$ cat config.mk
export PLATFORM = sky130hd
export DESIGN_NAME = pwm_channel_waveform
export DESIGN_NICKNAME = d
export VERILOG_FILES = /design/src/pwm_pkg.sv /design/src/pwm_tick_if.sv /design/src/pwm_channel_waveform.sv /design/src/pwm_clock_divider.sv
export SDC_FILE = /design/constraint.sdc
export NUM_CORES = 1
export LEC_CHECK = 0
export ABC_AREA = 1
export BUFFER_PORTS_ARGS = -buffer_cell sky130_fd_sc_hd__buf_4
export CORE_MARGIN = 2
export CORE_UTILIZATION = 55
export CTS_CLUSTER_SIZE = 30
export DETAILED_ROUTE_END_ITERATION = 8
export PLACE_DENSITY = 0.74
export SETUP_SLACK_MARGIN = 0.5
export SYNTH_ARGS = -nofsm -noshare
export SYNTH_HDL_FRONTEND = slang
export SYNTH_SLANG_ARGS = --single-unit
$ cat constraint.sdc
create_clock -name aclk -period 6.2 [get_ports aclk]
set_clock_uncertainty 0.2 [all_clocks]
set_input_delay 0.31 -clock aclk [delete_from_list [all_inputs] [get_ports aclk]]
set_output_delay 0.31 -clock aclk [all_outputs]
set_load 0.02 [all_outputs]
$ cat src/pwm_pkg.sv
// Notes on behaviour
// - Alignment bit: 0 left, 1 center
// - Start level bit: 0 low, 1 high
// - Update target: 0 duty, 1 period
// - Duty, period, update, counter hold 20 bits
// - Left period equals period times divisor
// - Center period is twice that
// - Counter may run from divider A or B
// - Enable command clears the counter
// - Left mode: counter clears at period value
// - Counter is readable, never writable
// - Update value applied only at period start
// - Period event flag; status read clears it
// - Writing one to interrupt enable register sets mask
package pwm_pkg;

  // ==========================================================
  // Widths and types
  localparam int CNT_W  = 20;
  localparam int ADDR_W = 12;
  localparam int DIV_W  = 8;
  typedef logic [CNT_W-1:0]  cnt_t;
  typedef logic [ADDR_W-1:0] addr_t;
  typedef logic [DIV_W-1:0]  div_t;

  // ==========================================================
  // Register offsets
  localparam addr_t OFS_CLKDIV = 12'h000;
  localparam addr_t OFS_ENA    = 12'h004;
  localparam addr_t OFS_DIS    = 12'h008;
  localparam addr_t OFS_SR     = 12'h00c;
  localparam addr_t OFS_IEN    = 12'h010;
  localparam addr_t OFS_IDIS   = 12'h014;
  localparam addr_t OFS_IMASK  = 12'h018;
  localparam addr_t OFS_ISTAT  = 12'h01c;
  localparam addr_t OFS_MODE   = 12'h200;
  localparam addr_t OFS_DUTY   = 12'h204;
  localparam addr_t OFS_PERIOD = 12'h208;
  localparam addr_t OFS_COUNT  = 12'h20c;
  localparam addr_t OFS_UPDATE = 12'h210;

  // ==========================================================
  // Field positions
  localparam int MODE_PRESC_LSB = 0;
  localparam int MODE_ALIGN_BIT = 8;
  localparam int MODE_LEVEL_BIT = 9;
  localparam int MODE_TGT_BIT   = 10;
  localparam int DIVIDER_A_LSB       = 0;
  localparam int DIVIDER_B_LSB       = 16;
  localparam int CH_BIT         = 0;

  // ==========================================================
  // Prescaler codes and reset values
  localparam logic [3:0] PRESC_MAX_POW = 4'ha;
  localparam logic [3:0] PRESC_DIV_A   = 4'hb;
  localparam logic [3:0] PRESC_DIV_B   = 4'hc;
  localparam logic [3:0] PRESC_RST     = 4'h0;
  localparam cnt_t       CNT_RST       = 20'h00000;
  localparam div_t       DIV_RST       = 8'h00;
  localparam logic [1:0] RESP_OKAY     = 2'b00;
  localparam logic [1:0] RESP_SLVERR   = 2'b10;

  // Byte-lane merge of a bus write into an old word
  function automatic logic [31:0] merge(input logic [31:0] old, input logic [31:0] data,
                                        input logic [3:0] strb);
    logic [31:0] r;
    r = old;
    for (int i = 0; i < 4; i++) begin
      if (strb[i]) r[8*i+:8] = data[8*i+:8];
    end
    return r;
  endfunction : merge

endpackage : pwm_pkg

$ cat src/pwm_tick_if.sv
`timescale 1ns/1ps
interface pwm_tick_if;
  logic [3:0]   presc;
  pwm_pkg::div_t div_a;
  pwm_pkg::div_t div_b;
  logic         tick;
  modport src  (input presc, input div_a, input div_b, output tick);
  modport user (output presc, output div_a, output div_b, input tick);
endinterface : pwm_tick_if

$ cat src/pwm_channel_waveform.sv
`timescale 1ns/1ps
module pwm_channel_waveform (
  // Clock and reset
  input  wire logic              aclk,
  input  wire logic              aresetn,
  // AXI4-Lite write address
  input  wire logic              awvalid,
  output logic                   awready,
  input  wire pwm_pkg::addr_t    awaddr,
  // AXI4-Lite write data
  input  wire logic              wvalid,
  output logic                   wready,
  input  wire logic [31:0]       wdata,
  input  wire logic [3:0]        wstrb,
  // AXI4-Lite write response
  output logic                   bvalid,
  input  wire logic              bready,
  output logic [1:0]             bresp,
  // AXI4-Lite read address
  input  wire logic              arvalid,
  output logic                   arready,
  input  wire pwm_pkg::addr_t    araddr,
  // AXI4-Lite read data
  output logic                   rvalid,
  input  wire logic              rready,
  output logic [31:0]            rdata,
  output logic [1:0]             rresp,
  // Waveform and interrupt
  output logic                   pwm_out,
  output logic                   irq
);
  import pwm_pkg::*;

  // ==========================================================
  // State
  typedef struct packed {
    logic        aw_hold;
    addr_t       aw_addr;
    logic        w_hold;
    logic [31:0] w_data;
    logic [3:0]  w_strb;
    logic        bvalid;
    logic [1:0]  bresp;
    logic        rvalid;
    logic [31:0] rdata;
    logic [1:0]  rresp;
    logic        enabled;
    cnt_t        count;
    logic        down;
    cnt_t        duty;
    cnt_t        period;
    cnt_t        upd;
    logic        upd_valid;
    logic        align;
    logic        level;
    logic        target;
    logic [3:0]  presc;
    div_t        div_a;
    div_t        div_b;
    logic        flag;
    logic        mask;
    logic        out;
  } chan_state_t;

  chan_state_t s;
  chan_state_t next_s;

  pwm_tick_if ck ();

  pwm_clock_divider u_div (
    .aclk    (aclk),
    .aresetn (aresetn),
    .ck      (ck)
  );

  assign ck.presc = s.presc;
  assign ck.div_a = s.div_a;
  assign ck.div_b = s.div_b;

  function automatic logic mapped(input addr_t a);
    return a inside {OFS_CLKDIV, OFS_ENA, OFS_DIS, OFS_SR, OFS_IEN, OFS_IDIS, OFS_IMASK,
                     OFS_ISTAT, OFS_MODE, OFS_DUTY, OFS_PERIOD, OFS_COUNT, OFS_UPDATE};
  endfunction : mapped

  // ==========================================================
  // Next-state logic
  logic        wr_fire;
  logic        rd_fire;
  logic        en_cmd;
  logic        start_ev;
  logic [31:0] wv;
  logic [31:0] rv;
  logic [31:0] tv;

  always_comb begin
    next_s = s;
    wv = merge(32'h00000000, s.w_data, s.w_strb);
    tv = 32'h00000000;
    rv = 32'h00000000;
    start_ev = 1'b0;

    // Bus handshakes
    if (awvalid && awready) begin
      next_s.aw_hold = 1'b1;
      next_s.aw_addr = awaddr;
    end
    if (wvalid && wready) begin
      next_s.w_hold = 1'b1;
      next_s.w_data = wdata;
      next_s.w_strb = wstrb;
    end
    if (s.bvalid && bready) next_s.bvalid = 1'b0;
    if (s.rvalid && rready) next_s.rvalid = 1'b0;

    wr_fire = s.aw_hold && s.w_hold && !s.bvalid;
    rd_fire = arvalid && arready;
    en_cmd  = wr_fire && s.aw_addr == OFS_ENA && wv[CH_BIT];

    // Channel counter
    if (en_cmd) begin
      next_s.enabled = 1'b1;
      next_s.count = CNT_RST;
      next_s.down = 1'b0;
    end else if (s.enabled && ck.tick) begin
      if (s.period == CNT_RST) begin
        next_s.count = CNT_RST;
        start_ev = 1'b1;
      end else if (!s.align) begin
        if (s.count + 20'h00001 >= s.period) begin
          next_s.count = CNT_RST;
          start_ev = 1'b1;
        end else begin
          next_s.count = s.count + 20'h00001;
        end
      end else if (!s.down) begin
        // Up ramp and down ramp each take period ticks
        next_s.count = s.count + 20'h00001;
        if (s.count + 20'h00001 >= s.period) next_s.down = 1'b1;
      end else begin
        next_s.count = s.count - 20'h00001;
        if (s.count == 20'h00001 || s.count == CNT_RST) begin
          next_s.down = 1'b0;
          start_ev = 1'b1;
        end
      end
    end

    // Buffered value lands only at a period boundary
    if (start_ev && s.upd_valid) begin
      next_s.upd_valid = 1'b0;
      if (s.target) next_s.period = s.upd;
      else next_s.duty = s.upd;
    end
    if (start_ev) next_s.flag = 1'b1;

    // Register writes
    if (wr_fire) begin
      next_s.aw_hold = 1'b0;
      next_s.w_hold = 1'b0;
      next_s.bvalid = 1'b1;
      next_s.bresp = mapped(s.aw_addr) ? RESP_OKAY : RESP_SLVERR;
      unique case (s.aw_addr)
        OFS_CLKDIV: begin
          tv = merge({8'h00, s.div_b, 8'h00, s.div_a}, s.w_data, s.w_strb);
          next_s.div_a = tv[DIVIDER_A_LSB+:DIV_W];
          next_s.div_b = tv[DIVIDER_B_LSB+:DIV_W];
        end
        OFS_DIS: if (wv[CH_BIT]) next_s.enabled = 1'b0;
        OFS_IEN: if (wv[CH_BIT]) next_s.mask = 1'b1;
        OFS_IDIS: if (wv[CH_BIT]) next_s.mask = 1'b0;
        // Write-one clear; a period event in the same cycle wins
        OFS_ISTAT: if (wv[CH_BIT] && !start_ev) next_s.flag = 1'b0;
        OFS_MODE: begin
          rv = merge({21'h000000, s.target, s.level, s.align, 4'h0, s.presc}, s.w_data, s.w_strb);
          next_s.presc = rv[MODE_PRESC_LSB+:4];
          next_s.align = rv[MODE_ALIGN_BIT];
          next_s.level = rv[MODE_LEVEL_BIT];
          next_s.target = rv[MODE_TGT_BIT];
        end
        OFS_DUTY: begin
          tv = merge({12'h000, s.duty}, s.w_data, s.w_strb);
          next_s.duty = tv[CNT_W-1:0];
        end
        OFS_PERIOD: begin
          tv = merge({12'h000, s.period}, s.w_data, s.w_strb);
          next_s.period = tv[CNT_W-1:0];
        end
        OFS_UPDATE: begin
          // Upper twelve bits are dropped here, never stored
          tv = merge({12'h000, s.upd}, s.w_data, s.w_strb);
          next_s.upd = tv[CNT_W-1:0];
          next_s.upd_valid = 1'b1;
        end
        default: ; // Counter and status words ignore writes
      endcase
    end

    // Register reads
    rv = 32'h00000000;
    if (rd_fire) begin
      next_s.rvalid = 1'b1;
      next_s.rresp = mapped(araddr) ? RESP_OKAY : RESP_SLVERR;
      unique case (araddr)
        OFS_CLKDIV: rv = {8'h00, s.div_b, 8'h00, s.div_a};
        OFS_SR:     rv[CH_BIT] = s.enabled;
        OFS_IMASK:  rv[CH_BIT] = s.mask;
        OFS_ISTAT: begin
          rv[CH_BIT] = s.flag;
          // Reading clears, but a fresh event must survive the read
          if (!start_ev) next_s.flag = 1'b0;
        end
        OFS_MODE:   rv = {21'h000000, s.target, s.level, s.align, 4'h0, s.presc};
        OFS_DUTY:   rv = {12'h000, s.duty};
        OFS_PERIOD: rv = {12'h000, s.period};
        OFS_COUNT:  rv = {12'h000, s.count};
        default:    rv = 32'h00000000;
      endcase
      next_s.rdata = rv;
    end

    // Output level follows the registered counter
    if (!next_s.enabled) next_s.out = next_s.level;
    else if (next_s.count < next_s.duty) next_s.out = next_s.level;
    else next_s.out = !next_s.level;
  end

  always_ff @(posedge aclk) begin
    if (!aresetn) begin
      s <= '0;
    end else begin
      s <= next_s;
    end
  end

  // ==========================================================
  // Outputs
  assign awready = !s.aw_hold && !s.bvalid;
  assign wready  = !s.w_hold && !s.bvalid;
  assign arready = !s.rvalid;
  assign bvalid  = s.bvalid;
  assign bresp   = s.bresp;
  assign rvalid  = s.rvalid;
  assign rdata   = s.rdata;
  assign rresp   = s.rresp;
  assign pwm_out = s.out;
  assign irq     = s.flag && s.mask;
endmodule : pwm_channel_waveform

$ cat src/pwm_clock_divider.sv
`timescale 1ns/1ps
module pwm_clock_divider (
  // Clock and reset
  input  wire logic aclk,
  input  wire logic aresetn,
  // Tick selection
  pwm_tick_if.src   ck
);
  import pwm_pkg::*;

  typedef struct packed {
    logic [9:0] pow_cnt;
    div_t       a_cnt;
    div_t       b_cnt;
    logic       tick;
  } div_state_t;

  div_state_t s;
  div_state_t next_s;

  function automatic div_t step(input div_t c, input div_t d);
    if (d == DIV_RST || c >= d - 8'h01) return DIV_RST;
    return c + 8'h01;
  endfunction : step

  always_comb begin
    logic [9:0] mask;
    mask = 10'h000;
    next_s = s;
    next_s.pow_cnt = s.pow_cnt + 10'h001;
    next_s.a_cnt = step(s.a_cnt, ck.div_a);
    next_s.b_cnt = step(s.b_cnt, ck.div_b);
    // Power-of-two taps share one free counter, so phase is arbitrary
    if (ck.presc <= PRESC_MAX_POW) begin
      mask = 10'((11'h001 << ck.presc) - 11'h001);
      next_s.tick = (s.pow_cnt & mask) == mask;
    end else if (ck.presc == PRESC_DIV_A) begin
      next_s.tick = ck.div_a != DIV_RST && next_s.a_cnt == DIV_RST;
    end else if (ck.presc == PRESC_DIV_B) begin
      next_s.tick = ck.div_b != DIV_RST && next_s.b_cnt == DIV_RST;
    end else begin
      next_s.tick = 1'b0;
    end
  end

  always_ff @(posedge aclk) begin
    if (!aresetn) begin
      s <= '0;
    end else begin
      s <= next_s;
    end
  end

  assign ck.tick = s.tick;

endmodule : pwm_clock_divider

* After elaboration in Yosys (flattened, before gate mapping)
Index checks and enable logic that the tools add are counted.
** Word-level totals
- Flip-flop bits (word level) :: 215
- Output and inout bits :: 43
- Input port bits :: 67
- Logic and storage cells :: 208
** Operators by class
- Equality and inequality tests :: 33
- Add/subtract/negate cells :: 8
- Shift operators :: 1
- Bitwise gates (word level) :: 3
- Muxes and demuxes :: 72
- Reduce and logical (&&, ||, !) cells :: 52
- Order comparisons :: 5
** Operator list (number)
- two-way mux 20 bit :: 7
- == test 12 x 10 -> 1 bit (second input constant) :: 10
- case mux 23 bit (5 select lines) :: 1
- == test 12 x 5 -> 1 bit (second input constant) :: 8
- two-way mux 8 bit :: 12
- two-way mux 86 bit :: 1
- two-way mux 21 bit :: 4
- == test 12 x 4 -> 1 bit (second input constant) :: 4
- logical NOT 20 bit :: 2
- two-way mux 40 bit :: 1
- two-way mux 35 bit :: 1
- two-way mux 1 bit :: 33
- logical NOT 8 bit :: 4
- nonzero test 13 bit :: 2
- == test 12 x 3 -> 1 bit (second input constant) :: 2
- logical NOT 12 bit :: 2
- AND reduction 3 bit :: 8
- adder 20 x 1 -> 20 bit (second input constant) :: 1
- == test 20 x 1 -> 1 bit (second input constant) :: 1
- >= comparator 20 bit :: 1
- less-than comparator 20 bit :: 1
- subtractor 20 x 1 -> 20 bit (second input constant) :: 1
- logical AND 1 bit :: 17
- adder 8 x 1 -> 8 bit (second input constant) :: 2
- other kinds (25) :: 48

* Logic depth before layout (Yosys ltp)
- Depth in word-level cells :: 16
- Gate-level depth with buffers :: 37
- Depth with buffers taken out :: 36

* By module
Synthesis repeated with hierarchy kept, for this count alone.
** Unflattened totals
- Cells, all modules :: 1826
- Area total of the unflattened synthesis :: 12449.4 um^2
** By module, submodules not included
- pwm_channel_waveform :: cells an instance 1503, seq. area each 3563.4 um^2, area an instance 10273.6 um^2, times used 1
- pwm_clock_divider :: cells an instance 323, seq. area each 540.5 um^2, area an instance 2175.8 um^2, times used 1

* Worst setup path after synthesis
Ideal clock, no wire load.
- Path kind :: flip-flop to flip-flop
- Start :: register s[88] (netlist name)
- End :: register s (netlist bit pwm_out)
- Path slack :: 1.475 ns
- Path buffers :: 1
- Data required time :: 5.888 ns
- Arrival time :: 4.412 ns
- Cell stages (with the launch flop) :: 35
- Period minus slack after synthesis :: 4.725 ns
- Cell sequence :: dfxtp_1 > ha_1 > nand2_1 > nor2_4 > nand4_1 > nor3_2 > nand2_1 > nor2_2 > nand2_1 > nor2_2 > nand3_1 > xor2_1 > ha_1 > nand2_1 > nor2_1 > nand2_1 > nor2_1 > nand2_1 > nand4_1 > nand2_1 > nand2_1 > nand4_4 > inv_2 > buf_2 > a21oi_1 > o21ai_0 > o21ai_1 > ha_1 > a21oi_1 > o21a_1 > o221ai_1 > a221oi_1 > nand2_1 > nand3_1 > nand2_1
** Between the ends
- Cells in the longest elaborated chain, start to end :: 15
- Elaborated cells on any way between the ends :: 26
** RTL lines
- start: declaration :: RTL line pwm_channel_waveform.sv:65 : chan_state_t s;
- start signal: assignment :: RTL line pwm_channel_waveform.sv:231 : s <= next_s;
- parallel branches: the longest is 12 deep, another holds adder 20 x 1 -> 20 bit
- less-than comparator 20 bit (*) :: RTL line pwm_channel_waveform.sv:223 : else if (next_s.count < next_s.duty) next_s.out = next_s.level;
- two-way mux 1 bit (*) :: RTL line pwm_channel_waveform.sv:223
- two-way mux 1 bit (*) :: RTL line pwm_channel_waveform.sv:222 : if (!next_s.enabled) next_s.out = next_s.level;
Mark *: on every way between the ends.
A chain may end at the register's enable or synchronous reset.

* Final worst setup path
Same ends and word-level chain as after synthesis.

==> results_dict.tcl <==
set metrics [dict create \
    yosysWarnings 0 \
    fin_ws_ns 0.764 \
    dr_total_vias 12200 \
    nFillCells 1970 \
    fin_nets 1990 \
    first_pass_iters 8 \
    drc_errors 0 \
    initial_core_util 0.560 \
    grt.total_usage 0.287 \
    hpwl_mm 24.9 \
    use_met3 0.0400 \
    ys_seq_area_frac 0.336 \
    hold_start "wvalid" \
    ios 110 \
    path_buf_inv 2 \
    rsz0062_at_grt "false" \
    antenna_found_initial 0 \
    tns_ns 0 \
    path_max_fanout 5 \
    tritoncts "done" \
    antennaDiodeCount 0 \
    critPathMaxStageDelay_ns 0.38 \
    synth_area_um2 12200 \
    slew_headroom 0.296 \
    final_max_slew_viol_count 0 \
    stdcell_count 2151 \
    root_buffer "clkbuf_16" \
    dpl_cell_area_um2 12800 \
    cap_violations 0 \
    arrival_ns 5.69 \
    cpMostUsedCell "nand2_1" \
    leakagePower_uw 0.00620 \
    placed_cells 2063 \
    grt.busiest_layer "met2" \
    htreeDepth 1 \
    met2_usage 0.459 \
    grt_max_degree 100 \
    crit_start "s[88]" \
    port_buffers 90 \
    numCtsBuffers 23 \
    wirelength_mm 35.2 \
    drive_gt1_frac 0.111 \
    grt_pass1_vias 11000 \
    slowest_stage "dfxtp_4" \
    worst_pin_slew_ns 1.06 \
    path_class "register to register" \
    irDropWorstVdd_mv 0.155 \
    period_minus_slack_ns 5.44 \
    synth_cells 1787 \
    place_congestion 0.928 \
    cp-start-kind "register" \
    clk_pin_slew_worst_paths_ns 0.07 \
    reg2reg_from "s[88]" \
    syn_to_final_growth_pct 16.0 \
    dp_slack_ns 0.671 \
    power_density_nw_per_um2 219 \
    coreArea_um2 21800 \
    crit_family "simple AND/OR/NAND/NOR gates" \
    via_per_inst 5.68 \
    drt-wirelength-per-cell_um 16.3 \
    fp.dieH_um 153 \
    finalSetupViolations 0 \
    avgSynthCellArea_um2 6.84 \
    outcome "finished, final reports clean" \
    synth-seq-cells 205 \
    required_ns 6.46 \
    whs_ns 0.145 \
    dieArea_um2 23400 \
    cp-end-kind "register" \
    synth.distinct_cells 54 \
    die_w_um 153 \
    clock-sinks 205 \
    first_iter_violations 1161 \
    drt.antenna.violating_nets 0 \
    row_count 54 \
    clockBufferDepth 3 \
    max_freq_mhz 184 \
    gr-total-overflow 0 \
    period_share 0.877 \
    met1_usage 0.409 \
    clk_latency_ns 0.53 \
    stdcell_area_um2 14200 \
    hold_viol 0 \
    worstHoldPathType "input pin to register" \
    grt_first_pass_wirelength_mm 55.7 \
]
-- synthesized netlist by cell type (all sizes together) --
cell type  number  area share
clkbuf         62       0.019
nand3          50       0.023
conb            1     0.00031
o22ai          20       0.010
nor4           14      0.0094
nor2          227       0.073
nand3b          1     0.00061
xnor2           4      0.0029
a31oi          10      0.0051
clkinv          5      0.0015
and3            1     0.00051
ha             66       0.068
a22oi           1     0.00061
a211oi          9      0.0055
or2             1     0.00051
o31ai           8      0.0049
xor2           31       0.022
a21o            1     0.00061
a311oi         13      0.0093
inv           258       0.079
a41oi           1     0.00072
o311ai          3      0.0022
o2111ai         5      0.0036
nor3b           1     0.00061
o21bai          1     0.00061
a21oi         157       0.064
a221oi          5      0.0036
o221ai         12      0.0086
o32ai           1     0.00072
nand2         265       0.082
o21a            5      0.0031
dfxtp         205        0.34
o211ai          6      0.0037
buf            50       0.028
nor3           52       0.025
nand4          27       0.016
a32o            2      0.0016
o21ai         206       0.084
-- final timing paths --
path	to	slack, ns	cells after the start
worst max-delay path	pwm_out	0.76	35
worst min-delay path	s[183]	0.15	4
worst max register to register	pwm_out	0.76	35
worst min register to register	u_div.s[17]	0.26	1
-- cell families after synthesis --
family | share of synthesized area
xor gates and xnor gates | 0.0251
other | 0.000307
AOI/OAI and AO/OA | 0.213
and+or+nand+nor | 0.230
DFF | 0.336
adders and majority gates | 0.0676
buffers and inverters | 0.128
-- stage by stage --
step / total power, uW / utilization
6_report: 3100 / 0.649
5_1_grt: 3200 / 0.649
4_1_cts: 3120 / 0.642
3_5_place_dp: 1610 / 0.585
3_3_place_gp: 1610 / 0.585
2_1_floorplan: 1540 / -
-- report_power, final --
group	total (uW)	switching (uW)	internal, uW
combinational	217	131	86.1
clock	1500	565	932
sequential	1390	40.0	1350
-- layout make-up --
class                           count  area (um^2)  share of cell area
Tap cell                          280          350              0.0247
Timing Repair Buffer              147         1220              0.0859
Timing Repair inverter              1         5.00            0.000353
Clock inverter                     11          189              0.0133
Clock buffer                       28          634              0.0448
Inverter                          263          993              0.0701
Sequential cell                   205         4110               0.290
Multi-Input combinational cell   1216         6670               0.471
-- per-layer routing --
metal | vias to the layer above | share of wire
met5 | - | 0
met4 | 0 | 0.023
met3 | 72 | 0.093
met2 | 556 | 0.44
met1 | 5544 | 0.45
li1 | 6048 | -
-- tightest hold or removal path: stages --
cell and delay [ns]:
buf_4 0.07, nand2_1 0.04, buf_4 0.23, a21oi_1 0.17
-- cells in the final DEF (no fill, tap or decap), types with 6 or more instances in the layout --
master and count:
buf_4 104, inv_1 243, o221ai_1 11, o22ai_1 20
inv_2 13, nor4_1 10, o31ai_1 8, a21oi_1 156
nor3_2 6, nand3_1 45, o211ai_1 6, nor3_1 42
nand2_1 258, a211oi_1 9, a311oi_1 13, conb_1 10
ha_1 65, dfxtp_1 202, nor2_1 217, xor2_1 30
nand4_1 25, o21ai_1 30, o21ai_0 176, clkbuf_16 23
dlygate4sd3_1 41, nand2_2 7, a31oi_1 10
-- sequential cells by signal, indices dropped and copies added (netlist names) --
register       cells
u_div.s           26
rresp              1
u_div.ck.tick      1
ck.presc           4
rvalid             1
ck.div_b           8
ck.div_a           8
pwm_out            1
rdata             24
s                129
bvalid             1
bresp              1
-- what timing repair did --
item / in CTS / in global routing
setup buffers: 0 / 7
endpoints found under the hold margin: 41 / 0
gates resized for setup: 0 / 34
endpoints found under the setup margin: 0 / 1
hold buffers: 41 / 0
(Power assumes the default switching activity.)
